**config.mk**
```make
export PLATFORM = sky130hd
export DESIGN_NAME = ufc_top
export DESIGN_NICKNAME = d
export VERILOG_FILES = /design/src/rtl/ufc_fifo.v /design/src/rtl/ufc_level_sel.v /design/src/rtl/ufc_top.v
export VERILOG_INCLUDE_DIRS = /design/src /design/src/rtl
export SDC_FILE = /design/constraint.sdc
export NUM_CORES = 1
export LEC_CHECK = 0
export ABC_CLOCK_PERIOD_IN_PS = 5420
export BUFFER_PORTS_ARGS = -buffer_cell sky130_fd_sc_hd__buf_4
export CAP_MARGIN = 5
export CORE_ASPECT_RATIO = 0.6
export CORE_MARGIN = 2
export CORE_UTILIZATION = 29
export DETAILED_ROUTE_END_ITERATION = 8
export PLACE_DENSITY_LB_ADDON = 0.15
export SLEW_MARGIN = 30
export SYNTH_ARGS = -nofsm -noshare
export SYNTH_HDL_FRONTEND = slang
export SYNTH_SLANG_ARGS = --single-unit
```
**constraint.sdc**
```tcl
create_clock -name core_clk -period 5.42 [get_ports core_clk]
set_clock_uncertainty 0.1 [all_clocks]
set_input_delay 1.084 -clock core_clk [delete_from_list [all_inputs] [get_ports core_clk]]
set_output_delay 1.084 -clock core_clk [all_outputs]
set_load 0.02 [all_outputs]
```
**src/rtl/ufc_regs.vh**
```
// Register offsets, field positions, reset values and trigger tables of the UART FIFO control.
`ifndef UFC_REGS_VH
`define UFC_REGS_VH

`define UFC_OFS_DATA 8'h00
`define UFC_OFS_IEN 8'h04
`define UFC_OFS_IST 8'h08
`define UFC_OFS_FCTL 8'h0C
`define UFC_OFS_LST 8'h10
`define UFC_OFS_RXLVL 8'h14
`define UFC_OFS_TXLVL 8'h18
`define UFC_OFS_FLOWLO 8'h1C
`define UFC_OFS_FLOWHI 8'h20

`define UFC_IEN_RX_BIT 0
`define UFC_IEN_TX_BIT 1
`define UFC_FCTL_EN_BIT 0
`define UFC_FCTL_RXFLUSH_BIT 1
`define UFC_FCTL_TXFLUSH_BIT 2

`define UFC_LST_DR_BIT 0
`define UFC_LST_OE_BIT 1
`define UFC_LST_PE_BIT 2
`define UFC_LST_FE_BIT 3
`define UFC_LST_BI_BIT 4
`define UFC_LST_THRE_BIT 5
`define UFC_LST_TEMT_BIT 6
`define UFC_LST_FERR_BIT 7

`define UFC_RST_IEN 8'h00
`define UFC_RST_FEN 1'b0
`define UFC_RST_LVL 8'h00

`define UFC_IST_NONE 6'h01
`define UFC_IST_RX 6'h04
`define UFC_IST_TX 6'h02

`define UFC_RX_TRIG_00 8'h08
`define UFC_RX_TRIG_01 8'h10
`define UFC_RX_TRIG_10 8'h18
`define UFC_RX_TRIG_11 8'h1C
`define UFC_TX_TRIG_00 8'h10
`define UFC_TX_TRIG_01 8'h08
`define UFC_TX_TRIG_10 8'h18
`define UFC_TX_TRIG_11 8'h1E

`endif

```
**src/rtl/ufc_fifo.v**
```verilog
// Synchronous FIFO with occupancy count and flush, used for both directions.
module ufc_fifo #(
    parameter WIDTH = 11,
    parameter ADDR_W = 5
) (
    input wire core_clk,
    input wire reset,
    input wire flush,
    input wire push,
    input wire [WIDTH-1:0] push_data,
    input wire pop,
    output wire [WIDTH-1:0] head_data,
    output wire [ADDR_W:0] count,
    output wire full,
    output wire empty
);
    reg [WIDTH-1:0] mem [0:(1<<ADDR_W)-1];
    reg [ADDR_W-1:0] wr_ptr_q;
    reg [ADDR_W-1:0] rd_ptr_q;
    reg [ADDR_W:0] count_q;
    wire do_push;
    wire do_pop;

    assign full = (count_q == {1'b1, {ADDR_W{1'b0}}});
    assign empty = (count_q == {(ADDR_W+1){1'b0}});
    assign do_push = push & ~full;
    assign do_pop = pop & ~empty;
    assign head_data = mem[rd_ptr_q];
    assign count = count_q;

    always @(posedge core_clk) begin
        if (do_push) begin
            mem[wr_ptr_q] <= push_data;
        end
    end

    // Flush wins over a push or pop in the same cycle so the count logic restarts clean.
    always @(posedge core_clk) begin
        if (reset || flush) begin
            wr_ptr_q <= {ADDR_W{1'b0}};
            rd_ptr_q <= {ADDR_W{1'b0}};
            count_q <= {(ADDR_W+1){1'b0}};
        end else begin
            if (do_push) begin
                wr_ptr_q <= wr_ptr_q + 1'b1;
            end
            if (do_pop) begin
                rd_ptr_q <= rd_ptr_q + 1'b1;
            end
            if (do_push && !do_pop) begin
                count_q <= count_q + 1'b1;
            end else if (do_pop && !do_push) begin
                count_q <= count_q - 1'b1;
            end
        end
    end
endmodule // ufc_fifo

```
**src/rtl/ufc_level_sel.v**
```verilog
// Trigger threshold selection from the two-bit fields or the programmable level registers.
`include "ufc_regs.vh"
module ufc_level_sel (
    input wire [1:0] rx_sel,
    input wire [1:0] tx_sel,
    input wire [7:0] rx_level,
    input wire [7:0] tx_level,
    input wire [7:0] flow_low,
    input wire [7:0] flow_high,
    output reg [7:0] rx_thr,
    output reg [7:0] tx_thr
);
    wire override;

    assign override = |{rx_level, tx_level, flow_low, flow_high};

    always @* begin
        case (rx_sel)
            2'b00: rx_thr = `UFC_RX_TRIG_00;
            2'b01: rx_thr = `UFC_RX_TRIG_01;
            2'b10: rx_thr = `UFC_RX_TRIG_10;
            default: rx_thr = `UFC_RX_TRIG_11;
        endcase
        case (tx_sel)
            2'b00: tx_thr = `UFC_TX_TRIG_00;
            2'b01: tx_thr = `UFC_TX_TRIG_01;
            2'b10: tx_thr = `UFC_TX_TRIG_10;
            default: tx_thr = `UFC_TX_TRIG_11;
        endcase
        if (override) begin
            rx_thr = rx_level;
            tx_thr = tx_level;
        end
    end
endmodule // ufc_level_sel

```
**src/rtl/ufc_top.v**
```verilog
// UART FIFO control, transmit and receive ready interrupts and line status behind an APB slave.
//
// The APB slave port and the address map were decided locally.
`include "ufc_regs.vh"

// Behaviour
// (RQ1) Tx ready: holding register empty without FIFOs, FIFO empty with FIFOs.
// (RQ2) Tx ready enable resets to 0; setting it reports the source at level 3.
// (RQ3) Without FIFOs, rx ready follows whether the holding register holds data.
// (RQ4) With FIFOs, rx ready (level 2) holds while count is at or above trigger.
// (RQ5) Status register rx indication sets and clears with the rx trigger condition.
// (RQ6) Data ready sets on first byte into rx FIFO, clears when FIFO empties.
// (RQ7) Tx FIFO drained to empty interrupts; cleared by status read or tx write.
// (RQ8) Polled mode: host polls line status, tx and rx bits independent.
// (RQ9) Four line status bits give overrun, parity, framing or break.
// (RQ10) One bit shows tx FIFO empty, another FIFO and shift register empty.
// (RQ11) Summary bit shows any errored character held in rx FIFO.
// (RQ12) Rx trigger field codes select 8, 16, 24 or 28 bytes.
// (RQ13) Selected thresholds drive both interrupts and flow control outputs.
// (RQ14) Tx trigger field selects threshold; interrupt when count drops below.
// (RQ15) Tx trigger codes select 16, 8, 24 or 30 bytes.
// (RQ16) Writing 1 to tx flush empties tx FIFO; bit self clears, 0 does nothing.
// (RQ17) Writing 1 to rx flush empties rx FIFO; bit self clears, 0 does nothing.
// (RQ18) FIFO enable resets to 0; writing 1 enables both FIFOs together.
// (RQ19) Any nonzero level register makes level registers set both thresholds.
// (RQ20) Status read returns highest pending code; lower codes show on re-read.
// (RQ21) One interrupt output is high while an enabled ready source is pending.
module ufc_top #(
    parameter ADDR_W = 5
) (
    input wire core_clk,
    input wire reset,
    input wire psel,
    input wire penable,
    input wire pwrite,
    input wire [7:0] paddr,
    input wire [31:0] pwdata,
    output wire [31:0] prdata,
    output wire pready,
    output wire pslverr,
    output wire [7:0] tx_byte,
    output wire tx_byte_valid,
    input wire tx_byte_take,
    input wire tx_shift_busy,
    input wire [7:0] rx_byte,
    input wire rx_byte_strobe,
    input wire rx_parity_err,
    input wire rx_framing_err,
    input wire rx_break,
    output wire irq,
    output wire rx_flow_halt,
    output wire tx_flow_low
);
    localparam CW = ADDR_W + 1;

    reg [7:0] ien_q;
    reg fifo_en_q;
    reg [1:0] rx_trig_q;
    reg [1:0] tx_trig_q;
    reg [7:0] rx_level_q;
    reg [7:0] tx_level_q;
    reg [7:0] flow_low_q;
    reg [7:0] flow_high_q;
    reg overrun_q;
    reg tx_flag_q;
    reg [CW-1:0] err_cnt_q;
    reg [31:0] prdata_q;
    reg ist_tx_shown_q;
    reg lst_oe_shown_q;
    reg [31:0] rd_mux;
    reg [5:0] ist_code;

    wire apb_setup;
    wire apb_access;
    wire apb_wr;
    wire apb_rd;
    wire apb_setup_rd;
    wire [7:0] wbyte;
    wire [7:0] rx_thr;
    wire [7:0] tx_thr;
    wire [7:0] rx_cnt8;
    wire [7:0] tx_cnt8;
    wire [CW-1:0] rx_count;
    wire [CW-1:0] tx_count;
    wire rx_full;
    wire rx_empty;
    wire tx_full;
    wire tx_empty;
    wire [10:0] rx_head;
    wire [7:0] tx_head;
    wire rx_full_eff;
    wire tx_full_eff;
    wire rx_push;
    wire rx_pop;
    wire tx_push;
    wire tx_pop;
    wire rx_flush;
    wire tx_flush;
    wire push_err;
    wire pop_err;
    wire rx_pend;
    wire tx_pend;
    wire tx_flag_set;
    wire tx_flag_clr;
    wire [7:0] lst_val;

    function ufc_hit;
        input [7:0] addr;
        begin
            case (addr)
                `UFC_OFS_DATA, `UFC_OFS_IEN, `UFC_OFS_IST, `UFC_OFS_FCTL, `UFC_OFS_LST,
                `UFC_OFS_RXLVL, `UFC_OFS_TXLVL, `UFC_OFS_FLOWLO, `UFC_OFS_FLOWHI: ufc_hit = 1'b1;
                default: ufc_hit = 1'b0;
            endcase
        end
    endfunction

    // The slave answers every access at once; unmapped addresses answer with an error.
    assign apb_setup = psel & ~penable;
    assign apb_access = psel & penable;
    assign apb_wr = apb_access & pwrite & ufc_hit(paddr);
    assign apb_rd = apb_access & ~pwrite & ufc_hit(paddr);
    assign apb_setup_rd = apb_setup & ~pwrite;
    assign pready = 1'b1;
    assign pslverr = apb_access & ~ufc_hit(paddr);
    assign prdata = prdata_q;
    assign wbyte = pwdata[7:0];

    ufc_level_sel u_level_sel (
        .rx_sel(rx_trig_q),
        .tx_sel(tx_trig_q),
        .rx_level(rx_level_q),
        .tx_level(tx_level_q),
        .flow_low(flow_low_q),
        .flow_high(flow_high_q),
        .rx_thr(rx_thr),
        .tx_thr(tx_thr)
    ); // (RQ12) (RQ15) (RQ19)

    // Flush pulses exist only for the write cycle, so the control bits read back as 0.
    assign rx_flush = apb_wr && (paddr == `UFC_OFS_FCTL) && wbyte[`UFC_FCTL_RXFLUSH_BIT]; // (RQ17)
    assign tx_flush = apb_wr && (paddr == `UFC_OFS_FCTL) && wbyte[`UFC_FCTL_TXFLUSH_BIT]; // (RQ16)

    // Without FIFOs each direction behaves as a single holding register.
    assign rx_full_eff = fifo_en_q ? rx_full : ~rx_empty; // (RQ3)
    assign tx_full_eff = fifo_en_q ? tx_full : ~tx_empty; // (RQ1)

    assign rx_push = rx_byte_strobe & ~rx_full_eff;
    assign rx_pop = apb_rd && (paddr == `UFC_OFS_DATA) && !rx_empty;
    assign tx_push = apb_wr && (paddr == `UFC_OFS_DATA) && !tx_full_eff;
    assign tx_pop = tx_byte_take & ~tx_empty;
    assign push_err = rx_parity_err | rx_framing_err | rx_break;
    assign pop_err = |rx_head[10:8];

    ufc_fifo #(
        .WIDTH(11),
        .ADDR_W(ADDR_W)
    ) u_rx_fifo (
        .core_clk(core_clk),
        .reset(reset),
        .flush(rx_flush),
        .push(rx_push),
        .push_data({rx_break, rx_framing_err, rx_parity_err, rx_byte}),
        .pop(rx_pop),
        .head_data(rx_head),
        .count(rx_count),
        .full(rx_full),
        .empty(rx_empty)
    );

    ufc_fifo #(
        .WIDTH(8),
        .ADDR_W(ADDR_W)
    ) u_tx_fifo (
        .core_clk(core_clk),
        .reset(reset),
        .flush(tx_flush),
        .push(tx_push),
        .push_data(wbyte),
        .pop(tx_pop),
        .head_data(tx_head),
        .count(tx_count),
        .full(tx_full),
        .empty(tx_empty)
    );

    assign tx_byte = tx_head;
    assign tx_byte_valid = ~tx_empty;

    assign rx_cnt8 = {{(8-CW){1'b0}}, rx_count};
    assign tx_cnt8 = {{(8-CW){1'b0}}, tx_count};

    // Flow control uses the same thresholds as the interrupts.
    assign rx_flow_halt = fifo_en_q & (rx_cnt8 >= rx_thr); // (RQ13)
    assign tx_flow_low = fifo_en_q & (tx_cnt8 < tx_thr); // (RQ13)

    // Receive ready is a level; it drops as soon as the count falls under the trigger.
    assign rx_pend = fifo_en_q ? (rx_cnt8 >= rx_thr) : ~rx_empty; // (RQ3) (RQ4) (RQ5)

    // With FIFOs the transmit source is an event flag: it sets on a tx flush, or when a byte taken by
    // the shifter leaves the count below the trigger or drains the FIFO.
    assign tx_flag_set = fifo_en_q & ((tx_pop & ((tx_cnt8 <= tx_thr) |
                         (tx_count == {{(CW-1){1'b0}}, 1'b1}))) | tx_flush); // (RQ7) (RQ14)
    assign tx_flag_clr = tx_push | (apb_rd && (paddr == `UFC_OFS_IST) && ist_tx_shown_q); // (RQ7)
    assign tx_pend = fifo_en_q ? tx_flag_q : tx_empty; // (RQ1)

    always @(posedge core_clk) begin
        if (reset) begin
            tx_flag_q <= 1'b0;
        end else if (tx_flag_set) begin
            tx_flag_q <= 1'b1; // (RQ7)
        end else if (tx_flag_clr) begin
            tx_flag_q <= 1'b0; // (RQ7)
        end
    end

    // Only enabled sources reach the pin; with both enables low the host just polls.
    assign irq = (ien_q[`UFC_IEN_RX_BIT] & rx_pend) | (ien_q[`UFC_IEN_TX_BIT] & tx_pend); // (RQ21) (RQ8)

    always @* begin
        if (ien_q[`UFC_IEN_RX_BIT] && rx_pend) begin
            ist_code = `UFC_IST_RX; // (RQ4) (RQ5) (RQ20)
        end else if (ien_q[`UFC_IEN_TX_BIT] && tx_pend) begin
            ist_code = `UFC_IST_TX; // (RQ2) (RQ20)
        end else begin
            ist_code = `UFC_IST_NONE;
        end
    end

    // Errored characters held in the receive FIFO are counted for the summary bit.
    always @(posedge core_clk) begin
        if (reset || rx_flush) begin
            err_cnt_q <= {CW{1'b0}};
        end else if ((rx_push & push_err) && !(rx_pop & pop_err)) begin
            err_cnt_q <= err_cnt_q + 1'b1; // (RQ11)
        end else if ((rx_pop & pop_err) && !(rx_push & push_err)) begin
            err_cnt_q <= err_cnt_q - 1'b1; // (RQ11)
        end
    end

    // Overrun is sticky; a new overrun in the clearing cycle keeps the bit set.
    always @(posedge core_clk) begin
        if (reset) begin
            overrun_q <= 1'b0;
        end else if (rx_byte_strobe && rx_full_eff) begin
            overrun_q <= 1'b1; // (RQ9)
        end else if (apb_rd && (paddr == `UFC_OFS_LST) && lst_oe_shown_q) begin
            overrun_q <= 1'b0;
        end
    end

    assign lst_val[`UFC_LST_DR_BIT] = ~rx_empty; // (RQ6) (RQ8)
    assign lst_val[`UFC_LST_OE_BIT] = overrun_q; // (RQ9)
    assign lst_val[`UFC_LST_PE_BIT] = ~rx_empty & rx_head[8]; // (RQ9)
    assign lst_val[`UFC_LST_FE_BIT] = ~rx_empty & rx_head[9]; // (RQ9)
    assign lst_val[`UFC_LST_BI_BIT] = ~rx_empty & rx_head[10]; // (RQ9)
    assign lst_val[`UFC_LST_THRE_BIT] = tx_empty; // (RQ1) (RQ10)
    assign lst_val[`UFC_LST_TEMT_BIT] = tx_empty & ~tx_shift_busy; // (RQ10)
    assign lst_val[`UFC_LST_FERR_BIT] = fifo_en_q & (err_cnt_q != {CW{1'b0}}); // (RQ11)

    always @* begin
        case (paddr)
            `UFC_OFS_DATA: rd_mux = {24'h0000_00, rx_head[7:0]};
            `UFC_OFS_IEN: rd_mux = {24'h0000_00, ien_q};
            `UFC_OFS_IST: rd_mux = {24'h0000_00, {2{fifo_en_q}}, ist_code}; // (RQ20)
            `UFC_OFS_FCTL: rd_mux = {24'h0000_00, rx_trig_q, tx_trig_q, 3'b000, fifo_en_q};
            `UFC_OFS_LST: rd_mux = {24'h0000_00, lst_val}; // (RQ8)
            `UFC_OFS_RXLVL: rd_mux = {24'h0000_00, rx_level_q};
            `UFC_OFS_TXLVL: rd_mux = {24'h0000_00, tx_level_q};
            `UFC_OFS_FLOWLO: rd_mux = {24'h0000_00, flow_low_q};
            `UFC_OFS_FLOWHI: rd_mux = {24'h0000_00, flow_high_q};
            default: rd_mux = 32'h0000_0000;
        endcase
    end

    // Read data is captured in the setup cycle; clear-on-read effects act on what was shown.
    always @(posedge core_clk) begin
        if (reset) begin
            prdata_q <= 32'h0000_0000;
            ist_tx_shown_q <= 1'b0;
            lst_oe_shown_q <= 1'b0;
        end else if (apb_setup_rd) begin
            prdata_q <= rd_mux;
            ist_tx_shown_q <= (ist_code == `UFC_IST_TX);
            lst_oe_shown_q <= overrun_q;
        end
    end

    always @(posedge core_clk) begin
        if (reset) begin
            ien_q <= `UFC_RST_IEN; // (RQ2)
            fifo_en_q <= `UFC_RST_FEN; // (RQ18)
            rx_trig_q <= 2'b00;
            tx_trig_q <= 2'b00;
            rx_level_q <= `UFC_RST_LVL;
            tx_level_q <= `UFC_RST_LVL;
            flow_low_q <= `UFC_RST_LVL;
            flow_high_q <= `UFC_RST_LVL;
        end else if (apb_wr) begin
            case (paddr)
                `UFC_OFS_IEN: ien_q <= wbyte; // (RQ2)
                `UFC_OFS_FCTL: begin
                    fifo_en_q <= wbyte[`UFC_FCTL_EN_BIT]; // (RQ18)
                    rx_trig_q <= wbyte[7:6]; // (RQ12)
                    tx_trig_q <= wbyte[5:4]; // (RQ14)
                end
                `UFC_OFS_RXLVL: rx_level_q <= wbyte; // (RQ19)
                `UFC_OFS_TXLVL: tx_level_q <= wbyte; // (RQ19)
                `UFC_OFS_FLOWLO: flow_low_q <= wbyte; // (RQ19)
                `UFC_OFS_FLOWHI: flow_high_q <= wbyte; // (RQ19)
                default: ien_q <= ien_q;
            endcase
        end
    end
endmodule // ufc_top

```
==> results of run 1 <==
## routing by layer
layer | wire, um | GRT usage
met5 | 0 | 0
met4 | 1187 | 0.03302
met3 | 5218 | 0.02938
met2 | 31240 | 0.1986
met1 | 42140 | 0.2589
## cell usage in the layout, fill, tap and decap left out, drive strengths merged, types with 15 or more instances in the layout
| cell type | n |
|---|---|
| edfxtp | 608 |
| mux4 | 177 |
| nor2 | 173 |
| buf | 149 |
| dfxtp | 105 |
| clkbuf | 105 |
| mux2i | 76 |
| nand2 | 69 |
| a21oi | 49 |
| ha | 36 |
| nand3 | 35 |
| clkinv | 27 |
| conb | 25 |
| inv | 22 |
| xor2 | 19 |
| mux2 | 16 |
| nor3 | 16 |
| nand4 | 15 |
## power by group
group	internal [mW]	switching (mW)
sequential	6.06	0.159
combinational	0.839	1.06
clock	3.04	2.14
total	9.94	3.36
## flip-flops by register name (all words and copies together), names as in the netlist, 6 cells and up, named ones only
name,count
u_tx_fifo.mem,256
flow_low_q,8
ien_q,8
rx_level_q,8
err_cnt_q,6
prdata,8
u_rx_fifo.mem,352
u_rx_fifo.count,6
flow_high_q,8
tx_level_q,8
u_tx_fifo.count,6
## how the worst max path moves through the flow
stage | to | slack (ns)
2_1_floorplan | err_cnt_q[5]$_SDFFE_PP0P_ | 0.93
3_3_place_gp | err_cnt_q[5]$_SDFFE_PP0P_ | 0.59
3_5_place_dp | err_cnt_q[5]$_SDFFE_PP0P_ | 0.61
4_1_cts | tx_flow_low | 0.36
5_1_grt | irq | 0.14
6_report | tx_flow_low | 0.39
## logic make-up (layout without fill, tap and decap cells)
family / Yosys count / count (layout)
multiplexers: 269 / 269
buffers and inverters: 130 / 310
other: 2 / 26
XOR/XNOR: 30 / 30
AND/OR/NAND/NOR: 376 / 376
AO/OA/AOI/OAI: 120 / 120
flip-flops: 713 / 713
adder cells (fa/ha/maj): 38 / 38
## worst min-delay path: stages, from the launching register on
cell and delay, ns:
dfxtp_1 0.31, nand2_1 0.05, a21oi_1 0.05
## layout make-up
class                           count  area (um^2)  share of cell area
Clock inverter                     34        370.4             0.01087
Tap cell                         1334         1669             0.04897
Antenna cell                        1        2.502          0.00007342
Timing Repair Buffer              149         1144             0.03355
Clock buffer                      105         2093             0.06141
Inverter                           22        82.58            0.002423
Sequential cell                   713        20370              0.5978
Multi-Input combinational cell    858         8348              0.2449
==> metrics.csv, run 1 <==
stage,metric,value,unit
global_routing,global-route wire length before repair,113900,um
sta,Worst Slack Setup Final,0.3899,ns
global_routing,global route overflow,0,
floorplan,Starting Density,0.2917,
yosys,register area share after synthesis,0.6965,
routing,Avg Vias per Cell,4.899,
outcome,run status,"finished, final reports clean",
clocking,# hold bufs at CTS,0,
yosys,Simple-Gate Fraction of Synth Area,0.06052,
yosys,dominant synthesized flop cell,edfxtp_1,
layout,Fillers,9570,
worst_setup_path,CP bufs+invs,1,
layout,Finished Cell Area,34080,um^2
floorplan,die width,413.9,um
worst_setup_path,reg2reg end,err_cnt_q[5]$_SDFFE_PP0P_,
clocking,post-CTS setup repair buffer count,0,
clocking,TritonCTS Sinks,713,
floorplan,CORE AREA,100200,um^2
worst_setup_path,max incr delay on CP,0.52,ns
sta,Slew Limit Headroom,0.3492,
worst_setup_path,CP arrival,3.85,ns
yosys,Synth Cell Area,29230,um^2
sta,RSZ-0062 raised after global routing,no,
yosys,largest family of logic cells by synthesized area,multiplexers,
sta,maximum clock rate,198.8,MHz
place,Area after DPL,31620,um^2
worst_setup_path,CP top delay family,simple AND/OR/NAND/NOR gates,
sta,min Tclk post-route,5.030,ns
yosys,library cells used by synthesis,72,
worst_setup_path,Critical Path Sink Type,primary output,
floorplan,I/O Pins,105,
sta,final setup violation count,0,
yosys,"top cells by area, synth","edfxtp_1 (62%), mux4_2 (14%), dfxtp_1 (7.2%)",
clocking,"Clk Latency, worst-skew pair",0.62,ns
yosys,Mean Syn Cell Area,17.42,um^2
clocking,clk buf depth,3,
place,GPL Wtd Cong,0.7891,
floorplan,FP Rows,90,
worst_setup_path,worst-case reg-to-reg path depth,16,
yosys,Syn. warnings,0,
worst_setup_path,largest fanout on the critical path,6,
place,# port buffers,55,
worst_setup_path,CP Depth,11,
place,pre-CTS setup slack,0.6103,ns
global_routing,initial antenna violation count,4,
worst_setup_path,Slowest cell on crit path,nor2_1,
job,max_cap viols,0,
routing,Residual DRC,0,
routing,via count,15760,
routing,drt pass-1 iters,6,
clocking,CTS tree,done,
sta,worst-margin pin slew,0.9490,ns
yosys,adder-cell share of the synthesized area,0.01678,
yosys,post-synthesis mux area share,0.1685,
yosys,Synth area leader,edfxtp_1,
layout,fin cells,3216,
clocking,post-CTS sizing,0,
clocking,CTS root buf,clkbuf_16,
yosys,post-synthesis xor/xnor area fraction,0.008988,
worst_setup_path,Setup crit start,rx_level_q[7]$_SDFFE_PP0P_,
yosys,Synth Area in Compound Gates,0.02718,
yosys,Post-synth EDFFs,608,
routing,DR iter-0 viols,1741,
sta,setup TNS,0,ns
pwr,Tot Pwr,13.29,mW
global_routing,Global Route Usage Sum,0.1540,
yosys,most numerous cell in the Yosys netlist,edfxtp_1,
pwr,Worst VDD drop,0.1915,mV
routing,Detailed Route WL,79780,um
pwr,leakage dissipation,11.02,nW
floorplan,Die Height,249.9,um
layout,Final Net Count,1916,
yosys,flip-flop and latch count after synthesis,713,
worst_setup_path,critical path class,flop to primary output,
layout,area delta synth->final,16.59,%
place,Inst Count DP,3076,
yosys,asr flop ratio synth,0,
yosys,share of the synthesized area in the top cell type,0.6246,
global_routing,largest net degree at the start of global routing,65,
hold_path,Hold EP,lst_oe_shown_q$_SDFFE_PP0P_,
worst_setup_path,Crit path required time,4.24,ns
clocking,number of H-tree levels,3,
worst_setup_path,Worst path most repeated cell,nor2_1,
worst_setup_path,Setup crit start kind,flop,
yosys,Synth Instances,1678,
clocking,TritonCTS Buffers,75,
sta,Final Hold Viols,0,
hold_path,Hold Path Class,flop to flop,
hold_path,Hold Path Origin,lst_oe_shown_q$_SDFFE_PP0P_,
worst_setup_path,worst path cell trace,nor4_1 > nand4_1 > nor2_1 > and3_1 > nor2_1 > ha_1 > nand3_1 > o221a_2 > o21ai_0 > a21boi_0 > buf_4,
sta,Slew Limit Fails,0,
pwr,pwr dens,390.0,nW/um^2
floorplan,Die Area,103400,um^2
hold_path,WHS Path Cells,2,
yosys,Synth top cells by count,"edfxtp_1 (608), mux4_2 (177), nor2_1 (173)",
global_routing,vias in the first global route,15670,
worst_setup_path,flop2flop setup slack,0.94,ns
sta,worst hold slack,0.3619,ns
layout,layout cells sized above 1,0.2531,
place,DP Wirelength,53000,um
routing,Final ANT Viol Nets,0,
layout,final design utilization,0.3401,
sta,final worst-path cycle share,0.9281,
routing,routed wire length per instance,24.81,um
clocking,"Clk pin slew, worst setup/hold paths",0.06,ns
Power figures use the tool's default switching activity.
==> run 2: changes to the inputs <==
--- a/config.mk
+++ b/config.mk
@@ -10,8 +10,9 @@
 export BUFFER_PORTS_ARGS = -buffer_cell sky130_fd_sc_hd__buf_4
 export CAP_MARGIN = 5
 export CORE_ASPECT_RATIO = 0.6
-export CORE_MARGIN = 2
+export CORE_MARGIN = 3
 export CORE_UTILIZATION = 29
+export CTS_BUF_LIST = sky130_fd_sc_hd__clkbuf_2 sky130_fd_sc_hd__clkbuf_4 sky130_fd_sc_hd__clkbuf_8
 export DETAILED_ROUTE_END_ITERATION = 8
 export PLACE_DENSITY_LB_ADDON = 0.15
 export SLEW_MARGIN = 30
==> metrics.csv, run 2 (same netlist as run 1, synthesis figures left out) <==
stage,metric,value,unit,change
pwr,pwr dens,374.0,nW/um^2,was 390.0 nW/um^2
pwr,Pint,9.320,mW,was 9.937 mW
sta,min Tclk post-route,5.035,ns,was 5.030 ns
pwr,sw frac,0.2642,,was 0.2526
outcome,run status,"finished, final reports clean",,unchanged
pwr,Comb power frac,0.145,,was 0.143
floorplan,CORE AREA,99110,um^2,was 100200 um^2
place,pre-CTS setup slack,0.5547,ns,was 0.6103 ns
clocking,"Clk Latency, worst-skew pair",0.79,ns,was 0.62 ns
floorplan,Die Height,251.9,um,was 249.9 um
layout,"commonest non-fill, non-tap cell in the layout",edfxtp_1,,unchanged
pwr,Clk pwr share,0.363,,was 0.390
floorplan,Die Area,104800,um^2,was 103400 um^2
sta,Worst Slack Setup Final,0.3848,ns,was 0.3899 ns
clocking,CTS tree,done,,unchanged
layout,Regs by FF count,"u_rx_fifo.mem x352, u_tx_fifo.mem x256",,unchanged
routing,drt pass-1 iters,7,,was 6
place,GPL Wtd Cong,0.8044,,was 0.7891
pwr,Worst VDD drop,0.1601,mV,was 0.1915 mV
clocking,post-CTS setup repair buffer count,0,,unchanged
worst_setup_path,worst-case reg-to-reg path depth,16,,unchanged
layout,layout cells sized above 1,0.2837,,was 0.2531
clocking,TritonCTS Sinks,713,,unchanged
routing,Detailed Route WL,79720,um,was 79780 um
worst_setup_path,Crit path required time,4.24,ns,about the same
pwr,leakage dissipation,11.02,nW,about the same
sta,Slew Limit Fails,0,,unchanged
place,# port buffers,55,,unchanged
clocking,CTS root buf,clkbuf_8,,was clkbuf_16
place,DP Wirelength,52800,um,was 53000 um
worst_setup_path,flop2flop setup slack,0.85,ns,was 0.94 ns
floorplan,FP Rows,89,,was 90
layout,Largest Register,u_rx_fifo.mem,,unchanged
pwr,Flop pwr share,0.492,,was 0.468
global_routing,initial antenna violation count,6,,was 4
clocking,TritonCTS Buffers,112,,was 75
global_routing,global route overflow,0,,unchanged
worst_setup_path,worst path cell trace,nor4_1 > nand4_1 > nor2_2 > and3_1 > nor2_1 > ha_1 > a21oi_1 > o221a_2 > o21ai_0 > a21boi_0 > buf_4,,was nor4_1 > nand4_1 > nor2_1 > and3_1 > nor2_1 > ha_1 > nand3_1 > o221a_2 > o21ai_0 > a21boi_0 > buf_4
floorplan,Starting Density,0.2950,,was 0.2917
worst_setup_path,Setup crit start kind,flop,,unchanged
hold_path,Hold Path Origin,ist_tx_shown_q$_SDFFE_PP0P_,,was lst_oe_shown_q$_SDFFE_PP0P_
clocking,post-CTS sizing,0,,unchanged
floorplan,I/O Pins,105,,unchanged
sta,Final Hold Viols,0,,unchanged
sta,setup TNS,0,ns,unchanged
job,max_cap viols,0,,unchanged
sta,Slew Limit Headroom,0.2095,,was 0.3492
hold_path,Hold Path Class,flop to flop,,unchanged
routing,DR iter-0 viols,1578,,was 1741
worst_setup_path,critical path class,flop to primary output,,unchanged
routing,via count,15980,,was 15760
worst_setup_path,CP arrival,3.85,ns,about the same
layout,final design utilization,0.3418,,was 0.3401
global_routing,largest net degree at the start of global routing,64,,was 65
worst_setup_path,Slowest cell on crit path,a21boi_0,,was nor2_1
worst_setup_path,reg2reg end,err_cnt_q[5]$_SDFFE_PP0P_,,unchanged
routing,routed wire length per instance,24.33,um,was 24.81 um
sta,worst-margin pin slew,1.153,ns,was 0.9490 ns
layout,Final Net Count,1954,,was 1916
clocking,"Clk pin slew, worst setup/hold paths",0.06,ns,about the same
clocking,# hold bufs at CTS,0,,unchanged
global_routing,vias in the first global route,15860,,was 15670
global_routing,global-route wire length before repair,114100,um,was 113900 um
hold_path,WHS Path Cells,2,,unchanged
hold_path,Hold EP,ist_tx_shown_q$_SDFFE_PP0P_,,was lst_oe_shown_q$_SDFFE_PP0P_
clocking,clk buf depth,3,,unchanged
clocking,number of H-tree levels,3,,unchanged
sta,final setup violation count,0,,unchanged
worst_setup_path,largest fanout on the critical path,6,,unchanged
place,Area after DPL,31610,um^2,was 31620 um^2
worst_setup_path,max incr delay on CP,0.43,ns,was 0.52 ns
global_routing,Global Route Usage Sum,0.1510,,was 0.1540
routing,Final ANT Viol Nets,0,,unchanged
pwr,P_sw,3.347,mW,was 3.358 mW
routing,Residual DRC,0,,unchanged
layout,Finished Cell Area,33870,um^2,was 34080 um^2
layout,Multi-input gate area,8343,um^2,was 8348 um^2
sta,RSZ-0062 raised after global routing,no,,unchanged
layout,area delta synth->final,15.87,%,was 16.59%
sta,maximum clock rate,198.6,MHz,was 198.8 MHz
floorplan,die width,415.9,um,was 413.9 um
worst_setup_path,Critical Path Sink Type,primary output,,unchanged
layout,Reg area,20370,um^2,unchanged
layout,max reg flops,352,,unchanged
routing,Avg Vias per Cell,4.879,,was 4.899
layout,"commonest cells after routing, fill and taps aside","edfxtp_1 (608), mux4_2 (177), nor2_1 (171)",,"was edfxtp_1 (608), mux4_2 (177), nor2_1 (169)"
layout,Fillers,9449,,was 9570
sta,final worst-path cycle share,0.9290,,was 0.9281
run 2: cell types whose count changed in the layout (fill, tap and decap cells not counted), moves of 7 or more:
cell	previous run	this run
clkbuf_16	78	0
clkbuf_4	0	44
clkbuf_8	4	120
clkinv_1	11	23
diode_2	1	8
clkbuf_1	23	0
run 2: routing by layer:
metal,vias to the layer above,GRT usage,wire (um)
li1,6983,-,-
met5,-,0,0
met1,8383,0.2529,42730
met2,512,0.1900,30300
met4,0,0.03340,1329
met3,106,0.03622,5355
run 2: through the flow:
stage | hold WS [ns] | total power, mW | std cells
after CTS | 0.3630 | 12.85 | 3268
final | 0.3617 | 12.67 | 3276
after detailed placement | 0.3538 | 8.202 | 3062
after global routing | 0.3976 | 13.28 | 3272
after floorplan | 0.3366 | 7.552 | 1701
after global placement | 0.3445 | 8.200 | 3062
run 2: layout make-up:
type | count | share of cell area
Inverter | 22 | 0.002438
Sequential cell | 713 | 0.6015
Multi-Input combinational cell | 858 | 0.2463
Antenna cell | 8 | 0.0005910
Clock buffer | 164 | 0.05851
Tap cell | 1319 | 0.04872
Timing Repair Buffer | 150 | 0.03435
Clock inverter | 42 | 0.007609
run 2: worst max-delay path by stage:
stage | from | endpoint | slack (ns)
finish | tx_level_q[4]$_SDFFE_PP0P_ | tx_flow_low | 0.38
floorplan | paddr[3] | err_cnt_q[5]$_SDFFE_PP0P_ | 0.93
detailed placement | paddr[3] | err_cnt_q[5]$_SDFFE_PP0P_ | 0.55
CTS | tx_level_q[4]$_SDFFE_PP0P_ | tx_flow_low | 0.14
global placement | paddr[3] | err_cnt_q[5]$_SDFFE_PP0P_ | 0.58
global route | tx_level_q[3]$_SDFFE_PP0P_ | tx_flow_low | 0.08
run 2: worst max-delay path, delay by kind of cell, from the launching register on:
kind	cells	cell delay [ns]
AOI/OAI and AO/OA	4	0.91
adders and majority gates	1	0.29
buffers and inverters	1	0.23
DFF	1	0.37
and+or+nand+nor	5	1.27
run 2: power by group through the flow:
| stage | sequential (mW) | clock [mW] | combinational [mW] |
|---|---|---|---|
| floorplan | 6.24 | 0 | 1.31 |
| global placement | 6.35 | 0 | 1.85 |
| detailed placement | 6.36 | 0 | 1.85 |
| CTS | 6.24 | 4.75 | 1.86 |
| global route | 6.26 | 5.00 | 2.02 |
| finish | 6.23 | 4.60 | 1.84 |
==> run 3: changes to the inputs <==
--- a/config.mk
+++ b/config.mk
@@ -14,6 +14,7 @@
 export CORE_UTILIZATION = 29
 export CTS_BUF_LIST = sky130_fd_sc_hd__clkbuf_2 sky130_fd_sc_hd__clkbuf_4 sky130_fd_sc_hd__clkbuf_8
 export DETAILED_ROUTE_END_ITERATION = 8
+export MAX_ROUTING_LAYER = met4
 export PLACE_DENSITY_LB_ADDON = 0.15
 export SLEW_MARGIN = 30
 export SYNTH_ARGS = -nofsm -noshare
==> metrics.csv, run 3 (same netlist as run 1, synthesis figures left out) <==
stage,metric,value,unit,change
layout,final design utilization,0.3417,,was 0.3418
layout,Largest Register,u_rx_fifo.mem,,unchanged
place,# port buffers,55,,unchanged
clocking,"Clk Latency, worst-skew pair",0.79,ns,about the same
pwr,Flop pwr share,0.492,,about the same
floorplan,I/O Pins,105,,unchanged
sta,Final Hold Viols,0,,unchanged
routing,drt pass-1 iters,6,,was 7
worst_setup_path,CP bufs+invs,2,,was 1
pwr,Worst VDD drop,0.1609,mV,was 0.1601 mV
global_routing,largest net degree at the start of global routing,64,,unchanged
layout,fin cells,3274,,was 3276
place,Inst Count DP,3062,,unchanged
floorplan,CORE AREA,99110,um^2,unchanged
clocking,post-CTS setup repair buffer count,0,,unchanged
layout,Finished Cell Area,33870,um^2,about the same
routing,routed wire length per instance,24.34,um,was 24.33 um
pwr,Pint,9.320,mW,about the same
global_routing,global route overflow,0,,unchanged
layout,layout cells sized above 1,0.2837,,unchanged
floorplan,Die Height,251.9,um,unchanged
pwr,P_sw,3.349,mW,was 3.347 mW
floorplan,Starting Density,0.2950,,unchanged
floorplan,FP Rows,89,,unchanged
worst_setup_path,Worst path most repeated cell,buf_4,,
worst_setup_path,CP top delay family,simple AND/OR/NAND/NOR gates,,unchanged
sta,final worst-path cycle share,0.9252,,was 0.9290
worst_setup_path,critical path class,flop to primary output,,unchanged
place,pre-CTS setup slack,0.5547,ns,unchanged
worst_setup_path,Slowest cell on crit path,a21boi_0,,unchanged
worst_setup_path,CP arrival,3.83,ns,was 3.85 ns
worst_setup_path,largest fanout on the critical path,6,,unchanged
pwr,sw frac,0.2643,,was 0.2642
clocking,clk buf depth,3,,unchanged
worst_setup_path,worst path cell trace,buf_4 > nor4_1 > nand4_1 > nor2_2 > and3_1 > nor2_1 > ha_1 > a21oi_1 > o221a_2 > o21ai_0 > a21boi_0 > buf_4,,was nor4_1 > nand4_1 > nor2_2 > and3_1 > nor2_1 > ha_1 > a21oi_1 > o221a_2 > o21ai_0 > a21boi_0 > buf_4
sta,maximum clock rate,199.4,MHz,was 198.6 MHz
layout,Final Net Count,1954,,unchanged
pwr,Comb power frac,0.145,,about the same
sta,Slew Limit Headroom,0.3006,,was 0.2095
routing,Final ANT Viol Nets,0,,unchanged
outcome,run status,"finished, final reports clean",,unchanged
global_routing,global-route wire length before repair,114300,um,was 114100 um
place,DP Wirelength,52800,um,unchanged
sta,final setup violation count,0,,unchanged
layout,area delta synth->final,15.86,%,was 15.87%
pwr,leakage dissipation,11.02,nW,unchanged
floorplan,die width,415.9,um,unchanged
place,GPL Wtd Cong,0.8167,,was 0.8044
sta,min Tclk post-route,5.015,ns,was 5.035 ns
clocking,"Clk pin slew, worst setup/hold paths",0.07,ns,was 0.06 ns
hold_path,Hold Path Class,flop to flop,,unchanged
sta,RSZ-0062 raised after global routing,no,,unchanged
routing,Detailed Route WL,79680,um,was 79720 um
sta,Worst Slack Setup Final,0.4052,ns,was 0.3848 ns
clocking,TritonCTS Sinks,713,,unchanged
routing,DR iter-0 viols,1515,,was 1578
sta,Slew Limit Fails,0,,unchanged
pwr,Clk pwr share,0.363,,about the same
pwr,pwr dens,374.1,nW/um^2,was 374.0 nW/um^2
sta,setup TNS,0,ns,unchanged
place,Area after DPL,31610,um^2,unchanged
clocking,number of H-tree levels,3,,unchanged
global_routing,vias in the first global route,15850,,was 15860
worst_setup_path,Setup crit start kind,flop,,unchanged
routing,Avg Vias per Cell,4.870,,was 4.879
clocking,CTS tree,done,,unchanged
routing,via count,15940,,was 15980
routing,Residual DRC,0,,unchanged
clocking,post-CTS sizing,0,,unchanged
floorplan,Die Area,104800,um^2,unchanged
sta,worst-margin pin slew,1.020,ns,was 1.153 ns
worst_setup_path,Crit path required time,4.24,ns,about the same
clocking,# hold bufs at CTS,0,,unchanged
worst_setup_path,Critical Path Sink Type,primary output,,unchanged
layout,"commonest non-fill, non-tap cell in the layout",edfxtp_1,,unchanged
layout,Regs by FF count,"u_rx_fifo.mem x352, u_tx_fifo.mem x256",,unchanged
layout,max reg flops,352,,unchanged
layout,"commonest cells after routing, fill and taps aside","edfxtp_1 (608), mux4_2 (177), nor2_1 (171)",,unchanged
clocking,CTS root buf,clkbuf_8,,unchanged
clocking,TritonCTS Buffers,112,,unchanged
worst_setup_path,max incr delay on CP,0.43,ns,about the same
global_routing,Global Route Usage Sum,0.1558,,was 0.1510
layout,Fillers,9454,,was 9449
job,max_cap viols,0,,unchanged
global_routing,initial antenna violation count,6,,unchanged
-- run 3: cell types whose count changed in the layout (fill, tap and decap cells not counted) --
cell,change
diode_2,-2
-- run 3: final cells by class --
| class | instances | area, um^2 | share of cell area |
|---|---|---|---|
| Clock inverter | 42 | 257.7 | 0.007610 |
| Timing Repair Buffer | 150 | 1164 | 0.03436 |
| Antenna cell | 6 | 15.01 | 0.0004433 |
| Clock buffer | 164 | 1982 | 0.05852 |
| Sequential cell | 713 | 20370 | 0.6016 |
| Tap cell | 1319 | 1650 | 0.04873 |
| Multi-Input combinational cell | 858 | 8343 | 0.2463 |
| Inverter | 22 | 82.58 | 0.002438 |
-- run 3: routing by layer --
metal	GRT usage	part of all wire
met5	-	0
met1	0.2526	0.54
met4	0.03299	0.015
met3	0.03622	0.067
met2	0.1908	0.38
-- run 3: path summary, 6_finish.rpt --
path | startpoint | to | slack, ns | cells after the start
max | rx_level_q[6]$_SDFFE_PP0P_ | tx_flow_low | 0.41 | 12
min reg2reg | ist_tx_shown_q$_SDFFE_PP0P_ | ist_tx_shown_q$_SDFFE_PP0P_ | 0.36 | 2
min | ist_tx_shown_q$_SDFFE_PP0P_ | ist_tx_shown_q$_SDFFE_PP0P_ | 0.36 | 2
max reg2reg | flop | err_cnt_q[5]$_SDFFE_PP0P_ | 0.85 | 16
-- run 3: per-stage QoR --
step | total power, mW | hold WS, ns
2_1_floorplan | 7.552 | 0.3366
3_3_place_gp | 8.200 | 0.3445
3_5_place_dp | 8.202 | 0.3538
4_1_cts | 12.85 | 0.3630
5_1_grt | 13.28 | 0.3976
6_report | 12.67 | 0.3643
-- run 3: tightest hold or removal path, cell delays in order, from the launching register on --
cell	delay (ns)
dfxtp_1	0.31
nand2_1	0.05
a21oi_1	0.05
-- run 3: power by group through the flow --
stage	logic (mW)	clock network [mW]	registers, mW
2_1_floorplan	1.31	0	6.24
3_3_place_gp	1.85	0	6.35
3_5_place_dp	1.85	0	6.36
4_1_cts	1.86	4.75	6.24
5_1_grt	2.02	5.00	6.26
6_report	1.84	4.59	6.23
